File: src/rtl/fls_defines.svh
// Constants for the flash command sequencer host: codes, status bits, timing.
// Assumes a 200 MHz controller clock and an asynchronous parallel flash.
`ifndef FLS_DEFINES_SVH
`define FLS_DEFINES_SVH

`define FLS_ADDR_W 20
`define FLS_DATA_W 16

// Command codes written on the low data byte
`define FLS_CODE_READ_ARRAY 8'hFF
`define FLS_CODE_READ_STATUS 8'h70
`define FLS_CODE_ERASE_ALL 8'h30
`define FLS_CODE_CONFIRM 8'hD0
`define FLS_CODE_SUSPEND 8'hB0
`define FLS_CODE_LOCK_SETUP 8'h60
`define FLS_CODE_LOCK_BLOCK 8'h01
`define FLS_CODE_LOCK_PERM 8'hF1
`define FLS_CODE_CLR_STATUS_DEF 8'h50

// Status byte field positions
`define FLS_SR_READY 7
`define FLS_SR_ERASE_ERR 5
`define FLS_SR_WRITE_ERR 4
`define FLS_SR_SUPPLY_LOW 3
`define FLS_SR_WRITE_SUSP 2
`define FLS_SR_PROTECT 1

// Reset values
`define FLS_STATUS_RST 8'h00
`define FLS_RDATA_RST 16'h0000

// Timing in ns and derived cycle counts (least times round up, never below one)
`define FLS_CLK_MHZ 200
`define FLS_T_SETUP_NS 20
`define FLS_T_WP_NS 60
`define FLS_T_HOLD_NS 20
`define FLS_T_ACC_NS 100
`define FLS_CYC_UP(ns) (((ns) * `FLS_CLK_MHZ + 999) / 1000)
`define FLS_CYC_MIN(ns) ((`FLS_CYC_UP(ns) < 1) ? 1 : `FLS_CYC_UP(ns))
`define FLS_SETUP_CYC `FLS_CYC_MIN(`FLS_T_SETUP_NS)
`define FLS_WP_CYC `FLS_CYC_MIN(`FLS_T_WP_NS)
`define FLS_HOLD_CYC `FLS_CYC_MIN(`FLS_T_HOLD_NS)
`define FLS_ACC_CYC `FLS_CYC_MIN(`FLS_T_ACC_NS)
`define FLS_SYNC_CYC 2
`define FLS_POLL_MAX_DEF 32'h0100_0000

`endif

File: src/rtl/fls_pkg.sv
// Types shared by the flash command sequencer host.
// Assumes fls_defines.svh is on the include path.
`include "fls_defines.svh"

package fls_pkg;

	typedef enum logic [3:0] {
		FLS_OP_ERASE_ALL = 4'h0,
		FLS_OP_SUSPEND = 4'h1,
		FLS_OP_RESUME = 4'h2,
		FLS_OP_LOCK_BLOCK = 4'h3,
		FLS_OP_LOCK_PERM = 4'h4,
		FLS_OP_CLEAR_LOCKS = 4'h5,
		FLS_OP_READ_STATUS = 4'h6,
		FLS_OP_READ_ARRAY = 4'h7,
		FLS_OP_CLEAR_STATUS = 4'h8
	} fls_op_t;

	typedef enum logic [2:0] {
		FLS_RES_OK = 3'h0,
		FLS_RES_SUPPLY = 3'h1,
		FLS_RES_PROTECT = 3'h2,
		FLS_RES_SEQ = 3'h3,
		FLS_RES_OPERR = 3'h4,
		FLS_RES_TIMEOUT = 3'h5,
		FLS_RES_REFUSED = 3'h6
	} fls_result_t;

	typedef struct packed {
		fls_op_t op;
		logic defer;
		logic [`FLS_ADDR_W-1:0] addr;
	} fls_cmd_t;

	typedef struct packed {
		logic ce_n;
		logic oe_n;
		logic we_n;
	} fls_ctl_t;

endpackage

File: src/rtl/fls_bus_cycle.sv
// One asynchronous bus cycle (write or read) on the flash pins.
// Assumes the caller drops req once the cycle is taken; we, addr and wdata are registered at the take.
`include "fls_defines.svh"
module fls_bus_cycle #(
	parameter int DATA_W = `FLS_DATA_W
) (
	input wire logic clk,
	input wire logic rst_n,
	input wire logic en,
	input wire logic req,
	input wire logic we,
	input wire logic [`FLS_ADDR_W-1:0] addr,
	input wire logic [DATA_W-1:0] wdata,
	output logic idle,
	output logic done,
	output logic [DATA_W-1:0] rdata,
	output fls_pkg::fls_ctl_t ctl,
	output logic [`FLS_ADDR_W-1:0] pin_addr,
	output logic [DATA_W-1:0] pin_dq_o,
	output logic pin_dq_oe_n,
	input wire logic [DATA_W-1:0] pin_dq_i
);

	typedef enum logic [1:0] {
		FLS_B_IDLE = 2'b00,
		FLS_B_SETUP = 2'b01,
		FLS_B_ACT = 2'b10,
		FLS_B_HOLD = 2'b11
	} fls_bstate_t;

	localparam logic [7:0] SETUP_N = 8'(`FLS_SETUP_CYC - 1);
	localparam logic [7:0] WP_N = 8'(`FLS_WP_CYC - 1);
	localparam logic [7:0] ACC_N = 8'(`FLS_ACC_CYC + `FLS_SYNC_CYC - 1);
	localparam logic [7:0] HOLD_N = 8'(`FLS_HOLD_CYC - 1);

	if (`FLS_ACC_CYC + `FLS_SYNC_CYC > 255 || `FLS_WP_CYC > 255) begin : g_chk_cnt
		$error("Bus timing counts exceed the 8-bit counter");
	end

	fls_bstate_t st_ff, nxt_st;
	logic [7:0] cnt_ff, nxt_cnt;
	logic we_ff;
	fls_pkg::fls_ctl_t nxt_ctl;
	logic nxt_oe_n;
	logic [DATA_W-1:0] dq_s1_ff, dq_s2_ff;
	logic cnt_zero;
	logic take;

	assign cnt_zero = (cnt_ff == 8'h00);
	assign take = (st_ff == FLS_B_IDLE) && req;
	assign idle = (st_ff == FLS_B_IDLE);

	// Data pins cross from the flash, so two flops precede the capture
	always_ff @(posedge clk or negedge rst_n) begin
		if (!rst_n) begin
			dq_s1_ff <= '0;
			dq_s2_ff <= '0;
		end else if (en) begin
			dq_s1_ff <= pin_dq_i;
			dq_s2_ff <= dq_s1_ff;
		end
	end

	always_comb begin
		nxt_st = st_ff;
		nxt_cnt = cnt_zero ? cnt_ff : 8'(cnt_ff - 8'h01);
		nxt_ctl = ctl;
		nxt_oe_n = pin_dq_oe_n;
		case (st_ff)
			FLS_B_IDLE: begin
				if (req) begin
					nxt_st = FLS_B_SETUP;
					nxt_cnt = SETUP_N;
					nxt_ctl.ce_n = 1'b0;
					nxt_oe_n = ~we;
				end
			end
			FLS_B_SETUP: begin
				if (cnt_zero) begin
					nxt_st = FLS_B_ACT;
					nxt_cnt = we_ff ? WP_N : ACC_N;
					nxt_ctl.we_n = ~we_ff;
					nxt_ctl.oe_n = we_ff;
				end
			end
			FLS_B_ACT: begin
				if (cnt_zero) begin
					nxt_st = FLS_B_HOLD;
					nxt_cnt = HOLD_N;
					nxt_ctl.we_n = 1'b1;
					nxt_ctl.oe_n = 1'b1;
				end
			end
			default: begin
				if (cnt_zero) begin
					nxt_st = FLS_B_IDLE;
					nxt_ctl.ce_n = 1'b1;
					nxt_oe_n = 1'b1;
				end
			end
		endcase
	end

	// Chip enable goes high between cycles so the device falls back to standby
	always_ff @(posedge clk or negedge rst_n) begin
		if (!rst_n) begin
			st_ff <= FLS_B_IDLE;
			cnt_ff <= 8'h00;
			ctl <= '{ce_n: 1'b1, oe_n: 1'b1, we_n: 1'b1};
			pin_dq_oe_n <= 1'b1;
			we_ff <= 1'b0;
			done <= 1'b0;
		end else if (en) begin
			st_ff <= nxt_st;
			cnt_ff <= nxt_cnt;
			ctl <= nxt_ctl;
			pin_dq_oe_n <= nxt_oe_n;
			we_ff <= take ? we : we_ff;
			done <= (st_ff == FLS_B_HOLD) && cnt_zero;
		end
	end

	always_ff @(posedge clk or negedge rst_n) begin
		if (!rst_n) begin
			pin_addr <= '0;
			pin_dq_o <= '0;
			rdata <= '0;
		end else if (en) begin
			pin_addr <= take ? addr : pin_addr;
			pin_dq_o <= take ? wdata : pin_dq_o;
			rdata <= (st_ff == FLS_B_ACT && cnt_zero && !we_ff) ? dq_s2_ff : rdata;
		end
	end

endmodule

File: src/rtl/fls_seq_host.sv
// Host-side command sequencer for an asynchronous parallel flash.
// Assumes one flash on the pins; the board resolves DQ from FL_DQ_OE_N.
`include "fls_defines.svh"
module fls_seq_host #(
	parameter int DATA_W = `FLS_DATA_W,
	parameter logic [31:0] POLL_MAX = `FLS_POLL_MAX_DEF,
	parameter logic [7:0] CLR_STATUS_CODE = `FLS_CODE_CLR_STATUS_DEF
) (
	input wire logic REF_CLK,
	input wire logic RSTN,
	input wire logic EN,
	input wire logic CMD_VALID,
	input fls_pkg::fls_cmd_t CMD,
	output logic CMD_READY,
	output logic DONE,
	output fls_pkg::fls_result_t RESULT,
	output logic [7:0] STATUS,
	output logic [DATA_W-1:0] RDATA,
	output logic ERR_PENDING,
	output logic [`FLS_ADDR_W-1:0] FL_ADDR,
	output logic [DATA_W-1:0] FL_DQ_O,
	input wire logic [DATA_W-1:0] FL_DQ_I,
	output logic FL_DQ_OE_N,
	output logic FL_CE_N,
	output logic FL_OE_N,
	output logic FL_WE_N,
	output logic FL_RP_N
);

	if (DATA_W < 8 || POLL_MAX == 32'h0) begin : g_chk_par
		$error("DATA_W must hold a status byte and POLL_MAX must be nonzero");
	end

	typedef enum logic [3:0] {
		FLS_S_IDLE = 4'h0,
		FLS_S_PRE_CMD = 4'h1,
		FLS_S_PRE_RD = 4'h2,
		FLS_S_SETUP = 4'h3,
		FLS_S_CONFIRM = 4'h4,
		FLS_S_POLL = 4'h5,
		FLS_S_CHECK = 4'h6,
		FLS_S_EXIT = 4'h7,
		FLS_S_ARR_RD = 4'h8,
		FLS_S_DONE = 4'h9
	} fls_state_t;

	function automatic logic [7:0] setup_code(fls_pkg::fls_op_t op, logic [7:0] clr);
		case (op)
			fls_pkg::FLS_OP_ERASE_ALL: setup_code = `FLS_CODE_ERASE_ALL;
			fls_pkg::FLS_OP_SUSPEND: setup_code = `FLS_CODE_SUSPEND;
			fls_pkg::FLS_OP_RESUME: setup_code = `FLS_CODE_CONFIRM;
			fls_pkg::FLS_OP_READ_STATUS: setup_code = `FLS_CODE_READ_STATUS;
			fls_pkg::FLS_OP_READ_ARRAY: setup_code = `FLS_CODE_READ_ARRAY;
			fls_pkg::FLS_OP_CLEAR_STATUS: setup_code = clr;
			default: setup_code = `FLS_CODE_LOCK_SETUP;
		endcase
	endfunction

	function automatic logic [7:0] confirm_code(fls_pkg::fls_op_t op);
		case (op)
			fls_pkg::FLS_OP_LOCK_BLOCK: confirm_code = `FLS_CODE_LOCK_BLOCK;
			fls_pkg::FLS_OP_LOCK_PERM: confirm_code = `FLS_CODE_LOCK_PERM;
			default: confirm_code = `FLS_CODE_CONFIRM;
		endcase
	endfunction

	// Erase-type operations report in the erase bit, lock sets in the write bit
	function automatic logic is_erase_type(fls_pkg::fls_op_t op);
		is_erase_type = (op == fls_pkg::FLS_OP_ERASE_ALL) || (op == fls_pkg::FLS_OP_CLEAR_LOCKS);
	endfunction

	function automatic logic is_config_op(fls_pkg::fls_op_t op);
		is_config_op = is_erase_type(op) || (op == fls_pkg::FLS_OP_LOCK_BLOCK) ||
			(op == fls_pkg::FLS_OP_LOCK_PERM);
	endfunction

	function automatic fls_pkg::fls_result_t classify(logic [7:0] sr, fls_pkg::fls_op_t op);
		logic op_err;
		op_err = is_erase_type(op) ? sr[`FLS_SR_ERASE_ERR] : sr[`FLS_SR_WRITE_ERR];
		if (sr[`FLS_SR_SUPPLY_LOW]) begin
			classify = fls_pkg::FLS_RES_SUPPLY;
		end else if (sr[`FLS_SR_PROTECT]) begin
			classify = fls_pkg::FLS_RES_PROTECT;
		end else if (sr[`FLS_SR_ERASE_ERR] && sr[`FLS_SR_WRITE_ERR]) begin
			classify = fls_pkg::FLS_RES_SEQ;
		end else if (op_err) begin
			classify = fls_pkg::FLS_RES_OPERR;
		end else begin
			classify = fls_pkg::FLS_RES_OK;
		end
	endfunction

	logic rst_s1_ff, rst_n;
	fls_state_t st_ff, nxt_st;
	fls_pkg::fls_cmd_t cmd_ff;
	logic [31:0] poll_ff;
	logic err_ff, nxt_err;
	fls_pkg::fls_result_t nxt_res;
	logic nxt_done;
	logic bus_req, bus_we, bus_idle, bus_done, wait_ff;
	logic [7:0] bus_code;
	logic [DATA_W-1:0] bus_wdata, bus_rdata;
	logic [7:0] sr_now;
	logic sr_ready, poll_over, refuse, bus_state;
	fls_pkg::fls_ctl_t ctl;

	// Reset release is synchronised; the flash stays in reset until then
	always_ff @(posedge REF_CLK or negedge RSTN) begin
		if (!RSTN) begin
			rst_s1_ff <= 1'b0;
			rst_n <= 1'b0;
		end else begin
			rst_s1_ff <= 1'b1;
			rst_n <= rst_s1_ff;
		end
	end

	assign sr_now = bus_rdata[7:0];
	assign sr_ready = sr_now[`FLS_SR_READY];
	assign poll_over = (poll_ff >= POLL_MAX);
	// Only clear-status and reads pass while an error is outstanding
	assign refuse = err_ff && (CMD.op != fls_pkg::FLS_OP_CLEAR_STATUS) &&
		(CMD.op != fls_pkg::FLS_OP_READ_STATUS) && (CMD.op != fls_pkg::FLS_OP_READ_ARRAY);
	assign bus_state = (st_ff == FLS_S_PRE_CMD) || (st_ff == FLS_S_PRE_RD) ||
		(st_ff == FLS_S_SETUP) || (st_ff == FLS_S_CONFIRM) || (st_ff == FLS_S_POLL) ||
		(st_ff == FLS_S_EXIT) || (st_ff == FLS_S_ARR_RD);
	assign bus_req = bus_state && !wait_ff;
	assign bus_we = (st_ff == FLS_S_PRE_CMD) || (st_ff == FLS_S_SETUP) ||
		(st_ff == FLS_S_CONFIRM) || (st_ff == FLS_S_EXIT);
	assign bus_code = (st_ff == FLS_S_PRE_CMD) ? `FLS_CODE_READ_STATUS :
		(st_ff == FLS_S_CONFIRM) ? confirm_code(cmd_ff.op) :
		(st_ff == FLS_S_EXIT) ? `FLS_CODE_READ_ARRAY : setup_code(cmd_ff.op, CLR_STATUS_CODE);
	assign bus_wdata = DATA_W'(bus_code);
	assign CMD_READY = (st_ff == FLS_S_IDLE);

	always_comb begin
		nxt_st = st_ff;
		nxt_res = RESULT;
		nxt_done = 1'b0;
		nxt_err = err_ff;
		case (st_ff)
			FLS_S_IDLE: begin
				if (CMD_VALID && refuse) begin
					nxt_res = fls_pkg::FLS_RES_REFUSED;
					nxt_st = FLS_S_DONE;
				end else if (CMD_VALID) begin
					nxt_res = fls_pkg::FLS_RES_OK;
					nxt_st = is_config_op(CMD.op) ? FLS_S_PRE_CMD : FLS_S_SETUP;
				end
			end
			FLS_S_PRE_CMD: begin
				if (bus_done) begin
					nxt_st = FLS_S_PRE_RD;
				end
			end
			FLS_S_PRE_RD: begin
				if (bus_done && sr_ready) begin
					nxt_st = FLS_S_SETUP;
				end else if (bus_done && poll_over) begin
					nxt_res = fls_pkg::FLS_RES_TIMEOUT;
					nxt_st = FLS_S_DONE;
				end
			end
			FLS_S_SETUP: begin
				if (bus_done) begin
					case (cmd_ff.op)
						fls_pkg::FLS_OP_SUSPEND: nxt_st = FLS_S_POLL;
						fls_pkg::FLS_OP_READ_STATUS: nxt_st = FLS_S_POLL;
						fls_pkg::FLS_OP_READ_ARRAY: nxt_st = FLS_S_ARR_RD;
						fls_pkg::FLS_OP_RESUME: nxt_st = FLS_S_DONE;
						fls_pkg::FLS_OP_CLEAR_STATUS: begin
							nxt_err = 1'b0;
							nxt_st = FLS_S_DONE;
						end
						default: nxt_st = FLS_S_CONFIRM;
					endcase
				end
			end
			FLS_S_CONFIRM: begin
				if (bus_done) begin
					nxt_st = FLS_S_POLL;
				end
			end
			FLS_S_POLL: begin
				// Error bits mean nothing until ready, so only a ready status is judged
				if (bus_done && (sr_ready || cmd_ff.op == fls_pkg::FLS_OP_READ_STATUS)) begin
					nxt_st = is_config_op(cmd_ff.op) ? FLS_S_CHECK : FLS_S_DONE;
				end else if (bus_done && poll_over) begin
					nxt_res = fls_pkg::FLS_RES_TIMEOUT;
					nxt_st = FLS_S_DONE;
				end
			end
			FLS_S_CHECK: begin
				if (!cmd_ff.defer) begin
					nxt_res = classify(STATUS, cmd_ff.op);
					nxt_err = (classify(STATUS, cmd_ff.op) != fls_pkg::FLS_RES_OK);
					nxt_st = FLS_S_EXIT;
				end else begin
					nxt_st = FLS_S_DONE;
				end
			end
			FLS_S_EXIT: begin
				if (bus_done) begin
					nxt_st = FLS_S_DONE;
				end
			end
			FLS_S_ARR_RD: begin
				if (bus_done) begin
					nxt_st = FLS_S_DONE;
				end
			end
			default: begin
				nxt_done = 1'b1;
				nxt_st = FLS_S_IDLE;
			end
		endcase
	end

	always_ff @(posedge REF_CLK or negedge rst_n) begin
		if (!rst_n) begin
			st_ff <= FLS_S_IDLE;
			cmd_ff <= '0;
			wait_ff <= 1'b0;
			poll_ff <= 32'h0;
			err_ff <= 1'b0;
			RESULT <= fls_pkg::FLS_RES_OK;
			DONE <= 1'b0;
		end else if (EN) begin
			st_ff <= nxt_st;
			cmd_ff <= (st_ff == FLS_S_IDLE && CMD_VALID) ? CMD : cmd_ff;
			wait_ff <= bus_done ? 1'b0 : (wait_ff || (bus_req && bus_idle));
			poll_ff <= (st_ff == FLS_S_IDLE) ? 32'h0 : (bus_done ? poll_ff + 32'h1 : poll_ff);
			err_ff <= nxt_err;
			RESULT <= nxt_res;
			DONE <= nxt_done;
		end
	end

	// Status and data are latched from completed reads only
	always_ff @(posedge REF_CLK or negedge rst_n) begin
		if (!rst_n) begin
			STATUS <= `FLS_STATUS_RST;
			RDATA <= DATA_W'(`FLS_RDATA_RST);
			FL_RP_N <= 1'b0;
		end else if (EN) begin
			STATUS <= (bus_done && !bus_we && st_ff != FLS_S_ARR_RD) ? sr_now : STATUS;
			RDATA <= (bus_done && st_ff == FLS_S_ARR_RD) ? bus_rdata : RDATA;
			FL_RP_N <= 1'b1;
		end
	end

	assign ERR_PENDING = err_ff;
	assign FL_CE_N = ctl.ce_n;
	assign FL_OE_N = ctl.oe_n;
	assign FL_WE_N = ctl.we_n;

	fls_bus_cycle #(
		.DATA_W(DATA_W)
	) u_bus (
		.clk(REF_CLK),
		.rst_n(rst_n),
		.en(EN),
		.req(bus_req),
		.we(bus_we),
		.addr(cmd_ff.addr),
		.wdata(bus_wdata),
		.idle(bus_idle),
		.done(bus_done),
		.rdata(bus_rdata),
		.ctl(ctl),
		.pin_addr(FL_ADDR),
		.pin_dq_o(FL_DQ_O),
		.pin_dq_oe_n(FL_DQ_OE_N),
		.pin_dq_i(FL_DQ_I)
	);

endmodule

File: config.mk
export PLATFORM = sky130hd
export DESIGN_NAME = fls_seq_host
export DESIGN_NICKNAME = d
export VERILOG_FILES = /design/src/rtl/fls_pkg.sv /design/src/rtl/fls_bus_cycle.sv /design/src/rtl/fls_seq_host.sv
export VERILOG_INCLUDE_DIRS = /design/src /design/src/rtl
export SDC_FILE = /design/constraint.sdc
export NUM_CORES = 1
export LEC_CHECK = 0
export ABC_CLOCK_PERIOD_IN_PS = 6940
export BUFFER_PORTS_ARGS = -buffer_cell sky130_fd_sc_hd__buf_2
export CAP_MARGIN = 20
export CORE_MARGIN = 3
export CORE_UTILIZATION = 40
export DETAILED_ROUTE_END_ITERATION = 8
export PLACE_DENSITY = 0.59
export SKIP_LAST_GASP = 1
export SLEW_MARGIN = 20
export SYNTH_ARGS = -nofsm -noshare
export SYNTH_HDL_FRONTEND = slang
export SYNTH_SLANG_ARGS = --single-unit
File: constraint.sdc
create_clock -name REF_CLK -period 6.94 [get_ports REF_CLK]
set_input_delay 0.694 -clock REF_CLK [delete_from_list [all_inputs] [get_ports REF_CLK]]
set_output_delay 0.694 -clock REF_CLK [all_outputs]
set_load 0.03 [all_outputs]
==> results.txt <==
----------------------------------------------------
[Timing]
  Max Transition Viols Final ... 0
  Final Skew ... between 0.015 and 0.02 ns
  Tightest Pin Transition ... 1.025 ns
  Upper clock frequency limit ... 0.2822 GHz
  Fin crit share ... 0.5105
  Hold slack ... 0.02755 ns
  Slew Limit Headroom ... 0.3147
  Setup TNS Final ... 0 ns
  Unrepaired setup endpoints after global routing ... false
  Hold Vio Cnt, Final ... 0
  Final setup violation count ... 0
  Final worst path period need ... approximately 3.5 ns

[Global routing]
  Overall fraction of global-route tracks in use ... 0.1575
  Remaining global-route overflow ... 0
  Global-route wire length before repair ... 30.32 mm
  Via count of the first global-routing pass ... 5860
  Pin count of the biggest net entering global routing ... 76
  Number of antenna violations at the first check in global routing ... 0

[Critical path]
  Launching element type of the critical path ... flip-flop
  Arrival time of data at the critical path endpoint ... between 3 and 4 ns
  Worst setup slack for register-to-register paths ... 3.40 ns
  Peak fanout along the critical path ... 24
  Capture instance of the worst register-to-register path ... u_bus.pin_dq_o[3]$_DFFE_PN0P_
  Worst Reg-to-Reg Cells ... 6
  Required time at the worst-slack endpoint ... 7.31 ns
  Category of the most critical setup path ... flip-flop to flip-flop
  Critical Path Sink Type ... flip-flop
  Launch point of the worst reg-to-reg path ... st_ff[1]$_DFFE_PN0P_

[Job]
  Count of maximum capacitance violations ... 0

[Pwr]
  Net switching fraction of the power ... 0.3825
  Clock power share ... 0.269
  Cell internal pwr ... about 2.3 mW
  Total leakage power ... 4.727 nW
  Combinational group share of total power ... 0.317
  NetSw ... about 1.4 mW
  Pwr per Cell Area ... between 300 and 400 mW/mm^2
  Part of the power in registers ... 0.415
  Maximum vdd ir drop ... 0.0002246 V

[Placement]
  Routability congestion estimate ... 0.8616
  Estimated wirelength of the detail-placed design ... 12.10 mm
  Buffers on Ports ... 107

[Clocking]
  Clk slew on worst S/H paths ... approximately 0.070 ns
  Clock network latency to the later pin of the worst-skew pair ... 0.44 ns
  Post-CTS resize count ... 0
  H-tree depth ... 4
  Num Clock Sinks ... between 150 and 200
  CTS max path bufs ... 2
  Root buffer selected by CTS ... sky130_fd_sc_hd__clkbuf_16
  Inserted Clock Buffers ... 17
  Clock tree from TritonCTS ... done
  Post-cts hold buffer count ... 0
  Post-CTS setup repair buffer count ... 0

[Synthesis]
  Post-Syn Instances ... 784
  Count of flip-flops with a built-in enable after synthesis ... 0
  Fraction of registers with async set or reset after synthesis ... 1.000
  Most used flip-flop cell after synthesis ... sky130_fd_sc_hd__dfrtp_1
  Most used standard cell by instance count after synthesis ... sky130_fd_sc_hd__dfrtp_1
  Sequential fraction of the synthesis area ... 0.5405
  Synth top cells by count ... 180 x sky130_fd_sc_hd__dfrtp_1, 105 x sky130_fd_sc_hd__nand2_1, 99 x sky130_fd_sc_hd__mux2_2
  Portion of synthesized cell area occupied by the leading cell type ... 0.5282
  Count of unique library cells instantiated by Yosys ... a little under 60
  Register bit total from synthesis ... ~180
  Leading cell types by total area after synthesis ... sky130_fd_sc_hd__dfrtp_1 53%, sky130_fd_sc_hd__mux2_2 13%, sky130_fd_sc_hd__nand2_1 4.6%, sky130_fd_sc_hd__nor2_1 3.1%, sky130_fd_sc_hd__xor2_1 2.3%
  Netlist Area Pre-Place ... roughly 0.0085 mm^2
  Leading area contributor after synthesis ... sky130_fd_sc_hd__dfrtp_1
  Mean instance size in the synthesized netlist ... 10.88 um^2
  Number of synthesis warnings ... 0

[Routing]
  DR pass1 iterations ... 5
  Post-detailed-route count of antenna-violating nets ... 0
  Routed vias/inst ... 5.134
  Detailed Route WL ... 17.85 mm
  Iter 0 DRT Violations ... 385
  Average detailed-routed wire length per instance ... 15.44 um
  Via count ... between 5000 and 6000
  Number of remaining DRC errors ... 0

[Floorplanning]
  Total I/O pin count ... 116
  Full die area ... 0.02311 mm^2
  Starting density of the core ... 0.4148
  DIE WIDTH ... 152.0 um
  Chip height ... roughly 150 um
  Number of rows created at floorplan ... 52
  Core outline area ... 0.02056 mm^2

[Layout]
  Count of nets after finishing ... between 900 and 1000
  Share of final-layout standard cells stronger than drive strength 1 ... 0.2912
  Number of filler cells placed in the layout ... 1946
  Synth-to-Final Area Change ... 15.52%
  # diodes ... 0

[Min path]
  Path class of the lowest-slack min-delay path ... primary input to async pin

[Status]
  Result of the run ... completed

----------------------------------------------------
metrics by stage:
step	area, um^2	std cells	total power [mW]	setup WS [ns]	util
after CTS	9849	1156	3.801	3.318	0.4791
final	9852	1156	3.764	3.397	0.4792
after floorplan	8554	791	2.472	1.440	-
after global routing	9852	1156	4.009	2.992	0.4792
after detailed placement	9224	1124	2.784	3.248	0.4486
after global placement	9224	1124	2.763	3.281	0.4486
layout by cell type (no fill, tap or decap), drive strengths merged, types with 10 or more instances in the layout:
master | Yosys | final
clkbuf | 25 | 17
nand4 | 10 | 10
a31oi | 10 | 10
o21ai | 29 | 29
dfrtp | 180 | 180
nor2b | 10 | 10
mux2 | 99 | 99
ha | 10 | 10
xor2 | 22 | 22
nand2 | 105 | 105
inv | 19 | 28
buf | 23 | 111
a21oi | 21 | 21
nor3 | 14 | 14
nor2 | 70 | 70
nand3 | 24 | 24
per-layer routing:
| layer | vias to the layer above | track usage | part of all wire |
|---|---|---|---|
| met5 | - | 0 | 0 |
| met4 | 0 | 0.05137 | 0.017 |
| met3 | 19 | 0.03328 | 0.037 |
| met2 | 102 | 0.2430 | 0.47 |
| met1 | 2919 | 0.2233 | 0.48 |
| li1 | 2895 | - | - |
critical path, stage by stage, from the launching register on:
cell and delay (ns):
sky130_fd_sc_hd__dfrtp_1 0.62, sky130_fd_sc_hd__nor3_1 0.38, sky130_fd_sc_hd__a2bb2oi_1 0.14, sky130_fd_sc_hd__a21oi_1 0.50, sky130_fd_sc_hd__nand3_1 0.84, sky130_fd_sc_hd__a21oi_1 0.73, sky130_fd_sc_hd__a32o_1 0.26
registers in the layout (all words and copies together), names as in the netlist, 2 cells and up:
signal          flops
poll_ff            32
cmd_ff             25
u_bus.pin_addr     20
RDATA              16
u_bus.dq_s1_ff     16
u_bus.dq_s2_ff     16
u_bus.rdata        16
STATUS              8
u_bus.cnt_ff        8
u_bus.pin_dq_o      6
st_ff               4
RESULT              3
u_bus.ctl           3
u_bus.st_ff         2
cell families after synthesis:
| logic type | Yosys count | share of synthesized area |
|---|---|---|
| AO/OA/AOI/OAI | 104 | 0.08304 |
| XOR/XNOR | 31 | 0.03184 |
| adder cells (fa/ha/maj) | 10 | 0.01467 |
| buffers and inverters | 68 | 0.03682 |
| flip-flops | 184 | 0.5405 |
| multiplexers | 103 | 0.1354 |
| other | 2 | 0.0008806 |
| AND/OR/NAND/NOR | 282 | 0.1568 |
how the worst max path moves through the flow:
| stage | startpoint | to | cells after the start |
|---|---|---|---|
| 2_1_floorplan | rst_n$_DFF_PN0_ | DONE$_DFFE_PN0P_ | 0 |
| 3_3_place_gp | EN | cmd_ff[15]$_DFFE_PN0P_ | 7 |
| 3_5_place_dp | EN | cmd_ff[12]$_DFFE_PN0P_ | 7 |
| 4_1_cts | st_ff[0]$_DFFE_PN0P_ | u_bus.pin_dq_o[3]$_DFFE_PN0P_ | 6 |
| 5_1_grt | st_ff[1]$_DFFE_PN0P_ | u_bus.pin_dq_o[3]$_DFFE_PN0P_ | 6 |
| 6_report | st_ff[1]$_DFFE_PN0P_ | u_bus.pin_dq_o[3]$_DFFE_PN0P_ | 6 |
power by group through the flow:
stage | Clock, mW | Combinational (mW) | Sequential [mW]
after detailed placement | 0 | 1.20 | 1.58
after CTS | 1.03 | 1.20 | 1.56
after global routing | 1.08 | 1.32 | 1.61
after floorplan | 0 | 0.831 | 1.64
final | 1.01 | 1.19 | 1.56
after global placement | 0 | 1.18 | 1.58
final cells by class:
| type | instances | area, um^2 | share of cell area |
|---|---|---|---|
| Sequential cell | 184 | 4613 | 0.4682 |
| Multi-Input combinational cell | 539 | 3633 | 0.3688 |
| Timing Repair Buffer | 111 | 565.5 | 0.05740 |
| Clock buffer | 17 | 425.4 | 0.04318 |
| Tap cell | 270 | 337.8 | 0.03429 |
| Clock inverter | 15 | 200.2 | 0.02032 |
| Inverter | 20 | 76.32 | 0.007747 |
(Power assumes the default switching activity.)
